File: src/mtx_pkg.sv
// Constants, types and helpers shared by the MII transmit side
// Overview of operation
// - At 100 Mb/s the transmit clock output runs at 25 MHz, one nibble per cycle.
// - At 10 Mb/s nibble operation the transmit clock output runs at 2.5 MHz.
// - At 10 Mb/s serial operation the transmit clock output runs at 10 MHz.
// - In nibble operation four data bits are taken as one nibble per clock.
// - In serial operation only data bit 0 is used; bits 3:1 are ignored.
// - In nibble operation data counts as valid only while transmit enable is high; in either bypass at 100 Mb/s the code marks every sample valid.
// - In serial operation enable high marks bit 0 as frame data for the frame.
// - At 100 Mb/s without encoder bypass, error with enable high replaces the nibble by the halt symbol.
// - At 10 Mb/s the transmit error input has no effect at all.
// - At 100 Mb/s, in either encoder bypass the error input becomes the fifth code bit.
package mtx_pkg;

    localparam int CLK_HZ = 125_000_000;
    localparam int TXC_100_HZ = 25_000_000;
    localparam int TXC_10N_HZ = 2_500_000;
    localparam int TXC_10S_HZ = 10_000_000;

    // Length of two transmit clock periods in system cycles
    localparam int DBL_100_CYC = (2 * CLK_HZ) / TXC_100_HZ;
    localparam int DBL_10N_CYC = (2 * CLK_HZ) / TXC_10N_HZ;
    localparam int DBL_10S_CYC = (2 * CLK_HZ) / TXC_10S_HZ;

    localparam int CNT_W = 7;

    localparam logic [4:0] HALT_CODE = 5'h04;
    localparam logic [4:0] CODE_RST = 5'h00;

    typedef enum logic [2:0] {
        MTX_MODE_100 = 3'b001,
        MTX_MODE_10N = 3'b010,
        MTX_MODE_10S = 3'b100
    } mtx_mode_t;

    localparam mtx_mode_t MODE_RST = MTX_MODE_10N;

    typedef enum logic [2:0] {
        MTX_ST_RESYNC = 3'b001,
        MTX_ST_IDLE = 3'b010,
        MTX_ST_FRAME = 3'b100
    } mtx_state_t;

    typedef struct packed {
        logic en;
        logic er;
        logic [3:0] txd;
    } mtx_mii_t;

    typedef struct packed {
        logic valid;
        logic halt;
        logic serial;
        logic [4:0] code;
    } mtx_sym_t;

    localparam mtx_mii_t MII_RST = '{en: 1'b0, er: 1'b0, txd: 4'h0};
    localparam mtx_sym_t SYM_RST = '{valid: 1'b0, halt: 1'b0, serial: 1'b0, code: CODE_RST};

    function automatic logic [CNT_W-1:0] mtx_dbl_cycles(input mtx_mode_t mode);
        logic [CNT_W-1:0] d;
        d = CNT_W'(DBL_10N_CYC);
        case (mode)
            MTX_MODE_100: d = CNT_W'(DBL_100_CYC);
            MTX_MODE_10S: d = CNT_W'(DBL_10S_CYC);
            default: d = CNT_W'(DBL_10N_CYC);
        endcase
        return d;
    endfunction : mtx_dbl_cycles

    function automatic mtx_mode_t mtx_pick_mode(input logic speed_100, input logic serial_10);
        mtx_mode_t m;
        m = MTX_MODE_10N;
        if (speed_100) begin
            m = MTX_MODE_100;
        end else if (serial_10) begin
            m = MTX_MODE_10S;
        end
        return m;
    endfunction : mtx_pick_mode

endpackage : mtx_pkg

File: src/mtx_clkgen.sv
// Transmit clock divider with a sampling strobe at each rising edge
module mtx_clkgen (
    input wire logic clock,
    input wire logic resetn,
    input mtx_pkg::mtx_mode_t mode,
    input wire logic restart,
    output logic tx_clk,
    output logic rise
);
    import mtx_pkg::*;

    logic [CNT_W-1:0] cnt_r;
    logic [CNT_W-1:0] cnt_nxt;
    logic odd_r;
    logic odd_nxt;
    logic tx_clk_r;
    logic [CNT_W-1:0] dbl;
    logic [CNT_W-1:0] per_a;
    logic [CNT_W-1:0] period;
    logic wrap;
    logic [CNT_W-1:0] half;

    // Two periods of dbl cycles; an odd total alternates floor and ceil lengths
    assign dbl = mtx_dbl_cycles(mode);
    assign per_a = dbl >> 1;
    assign period = odd_r ? (dbl - per_a) : per_a;
    assign half = period >> 1;
    assign wrap = (cnt_r == period - 7'h01);

    always_comb begin
        cnt_nxt = cnt_r + 7'h01;
        odd_nxt = odd_r;
        if (restart) begin
            cnt_nxt = '0;
            odd_nxt = 1'b0;
        end else if (wrap) begin
            cnt_nxt = '0;
            odd_nxt = ~odd_r;
        end
    end

    always_ff @(posedge clock or negedge resetn) begin
        if (!resetn) begin
            cnt_r <= '0;
            odd_r <= 1'b0;
        end else begin
            cnt_r <= cnt_nxt;
            odd_r <= odd_nxt;
        end
    end

    // Low half first; the output rises as the counter reaches the half point,
    // and rise marks that same clock edge so sampling and the edge coincide
    always_ff @(posedge clock or negedge resetn) begin
        if (!resetn) begin
            tx_clk_r <= 1'b0;
        end else begin
            tx_clk_r <= !restart && (cnt_nxt >= half);
        end
    end

    assign tx_clk = tx_clk_r;
    assign rise = !restart && (cnt_nxt == half);

endmodule : mtx_clkgen

File: src/mtx_transmit.sv
// MII transmit side: clock output, input sampling and symbol substitution
module mtx_transmit (
    input wire logic clock,
    input wire logic resetn,
    input wire logic speed_100,
    input wire logic serial_10,
    input wire logic code_group_bypass,
    input wire logic alignment_bypass,
    input mtx_pkg::mtx_mii_t mii_in,
    output logic tx_clk,
    output mtx_pkg::mtx_sym_t sym_out,
    output logic sym_strobe,
    output logic tx_active,
    output logic frame_end,
    output logic frame_halted
);
    import mtx_pkg::*;

    mtx_mii_t mii_s1_r;
    mtx_mii_t mii_s2_r;
    mtx_mode_t mode_r;
    mtx_mode_t mode_nxt;
    mtx_state_t state_r;
    mtx_state_t state_nxt;
    mtx_sym_t sym_r;
    mtx_sym_t sym_nxt;
    logic bypass_r;
    logic restart;
    logic rise;
    logic strobe_r;
    logic end_r;
    logic halted_r;
    logic frame_on;
    logic active_r;
    logic take;

    // Mode pins come from the same clock domain. Any change restarts the
    // divider at once (a change of serial_10 while speed_100 is high is none), so the new rate always starts from a clean low phase
    // and no symbol of the old mode is mistaken for one of the new.
    assign mode_nxt = mtx_pick_mode(speed_100, serial_10);
    assign restart = (mode_nxt != mode_r);

    always_ff @(posedge clock or negedge resetn) begin
        if (!resetn) begin
            mode_r <= MODE_RST;
        end else begin
            mode_r <= mode_nxt;
        end
    end

    // Either bypass setting frees the error pin as a fifth code bit.
    // The one cycle of lag is harmless for a level that changes rarely;
    // it only acts at 100 Mb/s, where the error pin has a meaning.
    always_ff @(posedge clock or negedge resetn) begin
        if (!resetn) begin
            bypass_r <= 1'b0;
        end else begin
            bypass_r <= code_group_bypass || alignment_bypass;
        end
    end

    // Divider makes the transmit clock and marks each of its rising edges
    mtx_clkgen u_clkgen (
        .clock(clock),
        .resetn(resetn),
        .mode(mode_r),
        .restart(restart),
        .tx_clk(tx_clk),
        .rise(rise)
    );

    // MAC pins are two-stage synchronised; they have been steady since the
    // previous rising edge, so the synchronised copy is settled at the next one
    always_ff @(posedge clock or negedge resetn) begin
        if (!resetn) begin
            mii_s1_r <= MII_RST;
            mii_s2_r <= MII_RST;
        end else begin
            mii_s1_r <= mii_in;
            mii_s2_r <= mii_s1_r;
        end
    end

    // Frame tracking: a resync period follows any mode change. It waits for a
    // rise with enable low, so the tail of a frame cut by a mode change is dropped.
    assign frame_on = mii_s2_r.en;

    // A sample counts once resync is over
    assign take = rise && (state_r != MTX_ST_RESYNC);

    always_comb begin
        state_nxt = state_r;
        case (state_r)
            MTX_ST_RESYNC: begin
                if (rise && !frame_on) begin
                    state_nxt = MTX_ST_IDLE;
                end
            end
            MTX_ST_IDLE: begin
                if (rise && frame_on) begin
                    state_nxt = MTX_ST_FRAME;
                end
            end
            MTX_ST_FRAME: begin
                if (rise && !frame_on) begin
                    state_nxt = MTX_ST_IDLE;
                end
            end
            default: begin
                state_nxt = MTX_ST_RESYNC;
            end
        endcase
        if (restart) begin
            state_nxt = MTX_ST_RESYNC;
        end
    end

    always_ff @(posedge clock or negedge resetn) begin
        if (!resetn) begin
            state_r <= MTX_ST_RESYNC;
        end else begin
            state_r <= state_nxt;
        end
    end

    // Symbol built from the sample taken at each transmit clock rising edge
    always_comb begin
        sym_nxt = SYM_RST;
        case (mode_r)
            MTX_MODE_100: begin
                // Bypass hands over the raw five-bit group on every clock
                if (bypass_r) begin
                    sym_nxt.valid = 1'b1;
                    sym_nxt.code = {mii_s2_r.er, mii_s2_r.txd};
                end else if (mii_s2_r.en && mii_s2_r.er) begin
                    sym_nxt.valid = 1'b1;
                    sym_nxt.halt = 1'b1;
                    sym_nxt.code = HALT_CODE;
                end else if (mii_s2_r.en) begin
                    sym_nxt.valid = 1'b1;
                    sym_nxt.code = {1'b0, mii_s2_r.txd};
                end
            end
            MTX_MODE_10S: begin
                // Only the lowest data pin counts; the error pin is ignored
                sym_nxt.serial = 1'b1;
                if (mii_s2_r.en) begin
                    sym_nxt.valid = 1'b1;
                    sym_nxt.code = {4'h0, mii_s2_r.txd[0]};
                end
            end
            default: begin
                // Nibble at 10 Mb/s: the error pin is ignored
                if (mii_s2_r.en) begin
                    sym_nxt.valid = 1'b1;
                    sym_nxt.code = {1'b0, mii_s2_r.txd};
                end
            end
        endcase
        if (state_r == MTX_ST_RESYNC) begin
            sym_nxt = SYM_RST;
        end
    end

    always_ff @(posedge clock or negedge resetn) begin
        if (!resetn) begin
            sym_r <= SYM_RST;
        end else if (restart) begin
            // The held symbol of the old mode is dropped at once
            sym_r <= SYM_RST;
        end else if (rise) begin
            sym_r <= sym_nxt;
        end
    end

    always_ff @(posedge clock or negedge resetn) begin
        if (!resetn) begin
            strobe_r <= 1'b0;
        end else begin
            // Marks the cycle in which a new symbol first stands
            strobe_r <= take;
        end
    end

    // End of frame pulse and a level telling whether the frame carried a halt.
    // A restart that cuts a frame gives the end pulse as well.
    always_ff @(posedge clock or negedge resetn) begin
        if (!resetn) begin
            end_r <= 1'b0;
        end else begin
            end_r <= (state_r == MTX_ST_FRAME) && (state_nxt != MTX_ST_FRAME);
        end
    end

    // The first sample of a frame restarts the flag, so a halt from an
    // earlier frame never leaks into the next one
    always_ff @(posedge clock or negedge resetn) begin
        if (!resetn) begin
            halted_r <= 1'b0;
        end else if (rise && (state_r == MTX_ST_IDLE) && frame_on) begin
            halted_r <= sym_nxt.halt;
        end else if (rise && (state_r == MTX_ST_FRAME) && sym_nxt.halt) begin
            halted_r <= 1'b1;
        end
    end

    // Frame level from a flop that follows the tracking state
    always_ff @(posedge clock or negedge resetn) begin
        if (!resetn) begin
            active_r <= 1'b0;
        end else begin
            active_r <= (state_nxt == MTX_ST_FRAME);
        end
    end

    assign sym_out = sym_r;
    assign sym_strobe = strobe_r;
    assign tx_active = active_r;
    assign frame_end = end_r;
    assign frame_halted = halted_r;

endmodule : mtx_transmit

File: config.mk
export PLATFORM = sky130hd
export DESIGN_NAME = mtx_transmit
export DESIGN_NICKNAME = d
export VERILOG_FILES = /design/src/mtx_pkg.sv /design/src/mtx_clkgen.sv /design/src/mtx_transmit.sv
export SDC_FILE = /design/constraint.sdc
export NUM_CORES = 1
export LEC_CHECK = 0
export ABC_AREA = 0
export BUFFER_PORTS_ARGS = -buffer_cell sky130_fd_sc_hd__buf_2
export CAP_MARGIN = 20
export CORE_ASPECT_RATIO = 1.1
export CORE_MARGIN = 2
export CORE_UTILIZATION = 32
export CTS_CLUSTER_DIAMETER = 100
export DETAILED_ROUTE_END_ITERATION = 10
export PLACE_DENSITY = 0.54
export SYNTH_ARGS = -nofsm -noshare
export SYNTH_HDL_FRONTEND = slang
export SYNTH_SLANG_ARGS = --single-unit
File: constraint.sdc
create_clock -name clock -period 5.1 [get_ports clock]
set_input_delay 1.02 -clock clock [delete_from_list [all_inputs] [get_ports clock]]
set_output_delay 1.02 -clock clock [all_outputs]
set_load 0.05 [all_outputs]
== Word level (Yosys, flattened, before mapping) ==
Index checks and enable logic that the tools add are counted.

* Flip-flop bits (word level): 40
* Input bits: 12
* Output and inout port bits: 13
* Logic and storage cells: 84

* Add/sub/neg operators: 3
* $lt $le $gt $ge: 1
* Equal/unequal tests: 11
* Muxes and demuxes: 30
* Bitwise gates (word level): 1
* Reductions and logical operators: 18

{| class="wikitable"
|+ Operator list
! operator !! count
|-
| $mux 8 || 3
|-
| $mux 7 || 3
|-
| $mux 3 || 5
|-
| $pmux 7 s2 || 1
|-
| $mux 1 || 13
|-
| $logic_and 1x1->1 || 11
|-
| $pmux 5 s2 || 1
|-
| $eq 3x3->1 const B || 3
|-
| $mux 4 || 2
|-
| $add 7x1->7 const B || 1
|-
| $eq 7x6->1 || 1
|-
| $eq 7x7->1 || 1
|-
| $ge 7x6->1 || 1
|-
| $sub 7x1->7 const B || 1
|-
| $sub 7x6->7 || 1
|-
| $eq 3x1->1 const B || 2
|-
| $pmux 3 s2 || 1
|-
| $reduce_bool 2->1 || 3
|-
| $mux 5 || 1
|-
| $eq 3x2->1 const B || 1
|-
| $ne 3x1->1 const B || 1
|-
| $ne 3x3->1 || 1
|-
| $ne 3x3->1 const B || 1
|-
| $logic_not 1->1 || 2
|-
| other kinds (3) || 3
|}

== Depth between registers and ports, before layout ==
* Depth after elaboration: 16
* Mapped depth: 18
* Gate-level depth less buffers: 17

== Cells and area by module ==
Synthesis repeated with hierarchy kept, for this count alone.

* Cells, all modules: 167
* Area total of the unflattened synthesis: 1929.4 µm²

{| class="wikitable"
|+ By module, submodules not included
! module !! instances !! cells each !! area an instance (µm²) !! sequential area each (µm²)
|-
| mtx_transmit || 1 || 90 || 1198.6 || 778.2
|-
| mtx_clkgen || 1 || 77 || 730.7 || 225.2
|}

== Least setup slack after synthesis ==
No wires, ideal clock.

* Path type: flip-flop to flip-flop
* Start point: reg mode_r[2]
* End point: reg end_r (netlist: frame_end)
* Library setup time: 0.119 ns
* Arrival time: 3.819 ns
* Data required time: 4.981 ns
* Setup slack: 1.162 ns
* Cell stages (with the launch flop): 19
* Path buffers: 3
* Clock period less this slack: 3.938 ns
* Cells stage by stage: dfrtp_1 > nor2b_1 > o21ai_1 > inv_1 > ha_1 > or3b_1 > a21oi_1 > nand2_1 > a311oi_4 > or2_2 > clkbuf_1 > nor2_1 > ha_1 > and3_1 > o2111ai_4 > buf_6 > clkbuf_1 > nor2_1 > o21a_1

* Word-level cells in the longest chain between the ends: 16
* Elaborated cells on any way between the ends: 21
* Classes of those cells: add/sub (2); eq/ne (6); mux (8); reduce/logical (5)

{| class="wikitable"
|+ RTL lines
! item !! RTL line !! text
|-
| start, declared || mtx_transmit.sv:21 || <nowiki>mtx_mode_t mode_r;</nowiki>
|-
| start signal, assigned || mtx_transmit.sv:47 || <nowiki>mode_r <= mode_nxt;</nowiki>
|-
| $eq 3x3->1 or $eq 3x1->1 (tied branches) || mtx_pkg.sv:63 || <nowiki>case (mode)</nowiki>
|-
| $pmux 7 s2 || mtx_pkg.sv:63 ||
|-
| $sub 7x6->7 || mtx_clkgen.sv:26 || <nowiki>assign period = odd_r ? (dbl - per_a) : per_a;</nowiki>
|-
| $mux 7 || mtx_clkgen.sv:26 ||
|-
| $sub 7x1->7 || mtx_clkgen.sv:28 || <nowiki>assign wrap = (cnt_r == period - 7'h01);</nowiki>
|-
| $eq 7x7->1 || mtx_clkgen.sv:28 ||
|-
| $mux 7 || mtx_clkgen.sv:36 || <nowiki>end else if (wrap) begin</nowiki>
|-
| $mux 7 * || mtx_clkgen.sv:33 || <nowiki>if (restart) begin</nowiki>
|-
| named net u_clkgen.cnt_nxt[1] || mtx_clkgen.sv:13 || <nowiki>logic [CNT_W-1:0] cnt_nxt;</nowiki>
|-
| $eq 7x6->1 * || mtx_clkgen.sv:63 || <nowiki>assign rise = !restart && (cnt_nxt == half);</nowiki>
|-
| $logic_and 1x1->1 * || mtx_clkgen.sv:63 ||
|-
| $logic_and 1x1->1 (on tied branches) || mtx_transmit.sv:95, mtx_transmit.sv:105, mtx_transmit.sv:100 ||
|-
| $mux 3 (on tied branches) || mtx_transmit.sv:95, mtx_transmit.sv:105, mtx_transmit.sv:100 ||
|-
| $pmux 3 s2 * || mtx_transmit.sv:93 || <nowiki>case (state_r)</nowiki>
|-
| $mux 3 * || mtx_transmit.sv:113 || <nowiki>if (restart) begin</nowiki>
|-
| $ne 3x3->1 * || mtx_transmit.sv:191 || <nowiki>end_r <= (state_r == MTX_ST_FRAME) && (state_nxt != MTX_ST_FRAME);</nowiki>
|-
| $logic_and 1x1->1 * || mtx_transmit.sv:191 ||
|-
| end signal, assigned || mtx_transmit.sv:191 ||
|-
| end, declared || mtx_transmit.sv:31 || <nowiki>logic end_r;</nowiki>
|}

The timed path passes the listed nets; every way through them passes the cells marked *.
A chain may end at the register's enable or synchronous reset.

== Worst setup path in the final report ==
* Start point: reg mode_r[2]
* End point: reg sym_r (netlist bit sym_out[4])

* Word-level cells in the longest chain between the ends: 11
* Elaborated cells on any way between the ends: 18
* Classes of those cells: add/sub (2); eq/ne (5); mux (8); reduce/logical (3)

{| class="wikitable"
|+ RTL lines
! item !! RTL line !! text
|-
| $eq 3x3->1 or $eq 3x1->1 (tied branches) || mtx_pkg.sv:63 ||
|-
| $pmux 7 s2 || mtx_pkg.sv:63 ||
|-
| $sub 7x6->7 || mtx_clkgen.sv:26 ||
|-
| $mux 7 || mtx_clkgen.sv:26 ||
|-
| $sub 7x1->7 || mtx_clkgen.sv:28 ||
|-
| $eq 7x7->1 || mtx_clkgen.sv:28 ||
|-
| $mux 7 || mtx_clkgen.sv:36 ||
|-
| $mux 7 * || mtx_clkgen.sv:33 ||
|-
| named net u_clkgen.cnt_nxt[3] || mtx_clkgen.sv:13 ||
|-
| $eq 7x6->1 * || mtx_clkgen.sv:63 ||
|-
| $logic_and 1x1->1 * || mtx_clkgen.sv:63 ||
|-
| $reduce_bool 2->1 (no line) * || n/a ||
|-
| end signal, assigned || mtx_transmit.sv:172 || <nowiki>sym_r <= sym_nxt;</nowiki>
|-
| end, declared || mtx_transmit.sv:25 || <nowiki>mtx_sym_t sym_r;</nowiki>
|}

The timed path passes the listed nets; every way through them passes the cells marked *. The select of a mux whose other input is x is not followed.

==> run_results.csv <==
group,metric,value,unit
timing,fin_crit_sh,85.8,%
floorplan,coreArea,5810,sq um
cells_and_area,final_nets,226,
critical_path,cp_top_family,"simple AND/OR/NAND/NOR gates",
placement,hpwl,2550,um
hold_path,hold_class,"flip-flop to flip-flop",
synthesis,async_reset_ff_share,100,%
power,power_frac_comb,9.8,%
power,cellPowerDensity,280,nW/um^2
synthesis,netlist-cell-type-count,42,
power,p_sw,0.157,mW
floorplan,fp.dieH,85.4,um
timing,worst_slew_pin_slew,872,ps
cells_and_area,syn_to_final_growth,14.3,%
power,peakVddDrop,0.000154,V
clock_network,root_buffer,"clkbuf_8",
critical_path,worst-path-buf-inv,1,
placement,port_buffers,24,
floorplan,die_area,6650,sq um
critical_path,cp_max_fo,23,
synthesis,ys_seq_area_share,52.1,%
power,seqPwrFrac,54.0,%
synthesis,synth.cell_area,1930,sq um
clock_network,clk_pin_slew,80,ps
global_route,grt_max_degree,41,
timing,rsz0062_at_grt,"no",
cells_and_area,drive_gt1_share,20.7,%
routing,vias,1338,
global_route,antenna_found_initial,0,
critical_path,crit_path_start_kind,"flip-flop",
routing,post_drt_wl_per_cell,12.5,um
global_route,grt_pass1_vias,1314,
timing,max_clock_freq,229,MHz
synthesis,synth_top_area_cell,"dfrtp_1",
power,total_leakage_power,0.977,nW
routing,antenna_left,0,
placement,dpl.cell_count,277,
clock_network,cts_tree,"built",
clock_network,numCtsBuffers,5,
critical_path,critPathSlowestCell,"or4_1",
critical_path,cpPeakStageDelay,600,ps
clock_network,cts_hold_buffers,0,
timing,fin_crit,4380,ps
cells_and_area,antenna_cells,0,
routing,vias_per_cell,4.69,
timing,whs,352,ps
routing,drt_iter0_drc,96,
timing,max-slew-margin-rel,41.8,%
floorplan,rows,29,
critical_path,crit_type,"flip-flop to flip-flop",
synthesis,ys_warn_count,0,
clock_network,clockBufferDepth,2,
synthesis,yosysMostFrequentCell,"dfrtp_1",
clock_network,cts_resized,0,
timing,fin_skew,5.23,ps
global_route,grt_pass1_wl,6210,um
clock_network,htree_levels,2,
timing,hold_violations,0,
routing,drt_pre_antenna_iters,4,
critical_path,path_cells,"nor2b_1 > o21ai_1 > inv_1 > ha_1 > or3b_1 > a21oi_1 > nand2_1 > a311oi_4 > or2_2 > nor2_1 > ha_1 > and3_1 > o2111ai_4 > or4_1 > a21oi_1",
cells_and_area,stdcell_count,285,
flow_run,maxCapViolations,0,
critical_path,worstPathArrival,4590,ps
routing,wl,3560,um
synthesis,yosysTopAreaCellShare,49.4,%
power,intPower,0.459,mW
synthesis,syn_avg_cell_area,10.5,sq um
floorplan,start_util,33.2,%
power,pwr-share-clk,36.2,%
clock_network,cts_setup_buffers,0,
clock_network,insertion_delay,290,ps
synthesis,synth_edf_count,0,
routing,drc,0,
synthesis,synthTopCellsByCount,"38 x dfrtp_1, 18 x nor2_1, 16 x nand2_1",
power,p_sw_share,25.5,%
status,status,"completed",
global_route,grtUsageTotal,11.9,%
floorplan,chipWidth,78.0,um
critical_path,cp-end-kind,"flip-flop",
timing,report.final.slew_viol_count,0,
floorplan,io_pins,25,
synthesis,syn_inst,183,
synthesis,synth_area_leaders,"dfrtp_1 49%, ha_1 4.5%, a21oi_1 3.9%, xnor2_1 3.6%, nor2_1 3.5%",
synthesis,syn_nets,202,
timing,final.setup.tns,0,ps
timing,finalSetupViolations,0,
clock_network,cts_sinks,40,
critical_path,required,5320,ps
placement,gp_congestion,0.782,
synthesis,synth-main-ff-cell,"dfrtp_1",
global_route,grt_overflow,0,
synthesis,ys_seq_elements,40,
==> per-layer routing <==
metal  track usage, %  wire (um)
met1             15.6       1730
met2             19.0       1680
met3             2.66        104
met4             5.26         42
met5                0          0
==> power by group through the flow <==
stage	clock network, mW	logic, mW	registers (mW)
2_1_floorplan	0	0.0429	0.337
3_3_place_gp	0	0.0614	0.339
3_5_place_dp	0	0.0612	0.340
4_1_cts	0.234	0.0617	0.333
5_1_grt	0.244	0.0691	0.335
6_report	0.223	0.0602	0.333
==> worst reg2reg max path: cells and delay by family, from the launching register on <==
family | cells | cell delay (ps)
AOI/OAI and AO/OA | 5 | 1400
adders and majority gates | 2 | 550
buffers and inverters | 1 | 150
DFF | 1 | 440
and+or+nand+nor | 7 | 1780
==> worst paths after layout <==
kind / startpoint / end / slack, ps / cells after the start
max in group asynchronous: resetn / sym_out[4] / 3710 / 1
worst max register to register: mode_r[2] / sym_out[4] / 720 / 15
worst min register to register: mii_s1_r[1] / mii_s2_r[1] / 350 / 0
worst min-delay path: mii_s1_r[1] / mii_s2_r[1] / 350 / 0
min in group asynchronous: resetn / bypass_r / 840 / 1
worst max-delay path: mode_r[2] / sym_out[4] / 720 / 15
==> registers in the layout, summed over array words and instances, names as in the netlist <==
name,cells
u_clkgen.odd_r,1
state_r,3
sym_out,8
bypass_r,1
u_clkgen.cnt_r,7
mode_r,3
tx_active,1
mii_s2_r,5
sym_strobe,1
mii_s1_r,6
frame_halted,1
frame_end,1
frame_on,1
u_clkgen.tx_clk,1
==> logic make-up after synthesis <==
group	after synthesis	share of synthesized area [%]
buffers and inverters	14	3.57
AND/OR/NAND/NOR	76	21.2
XOR/XNOR	10	4.55
flip-flops	40	52.1
multiplexers	2	1.04
AO/OA/AOI/OAI	34	12.9
adder cells (fa/ha/maj)	7	4.55
==> cell usage in the layout, fill, tap and decap left out, types with 2 or more instances in the layout <==
master      Yosys  routed
o21ai_1         2       3
or2_2           2       2
o21a_1          2       2
nor3_1          2       2
or3_2           2       2
clkbuf_8        0       6
o21bai_1        2       2
or3b_1          2       2
a32oi_1         2       2
nand2b_1        4       4
nand3_1         2       2
o21ai_0         3       2
or4_1           2       2
dfrtp_1        38      38
nor2_1         18      18
a21oi_1        15      15
and2_1          2       2
dfstp_2         2       2
nor4_1          3       3
clkinvlp_4      0       2
xor2_1          2       2
mux2i_1         2       2
xnor2_1         8       8
or3_1           6       6
buf_2           1      24
nor2b_1         8       8
nand2_1        16      16
inv_1           6       6
ha_1            7       7
or2_0           3       3
==> metrics by stage <==
| step | area, sq um | utilization [%] | setup slack, ps | power (mW) |
|---|---|---|---|---|
| floorplan | 1930 | - | 1160 | 0.380 |
| global placement | 2100 | 36.2 | 766 | 0.401 |
| detailed placement | 2100 | 36.2 | 738 | 0.401 |
| CTS | 2200 | 37.9 | 699 | 0.629 |
| global route | 2200 | 37.9 | 406 | 0.648 |
| finish | 2200 | 37.9 | 724 | 0.617 |
==> layout make-up <==
class,instances,area (sq um)
Clock buffer,6,82.6
Clock inverter,2,15.0
Fill cell,608,3600
Inverter,6,22.5
Multi-Input combinational cell,129,853
Sequential cell,40,1000
Tap cell,77,96.3
Timing Repair Buffer,25,128
Power figures use the tool's default switching activity.
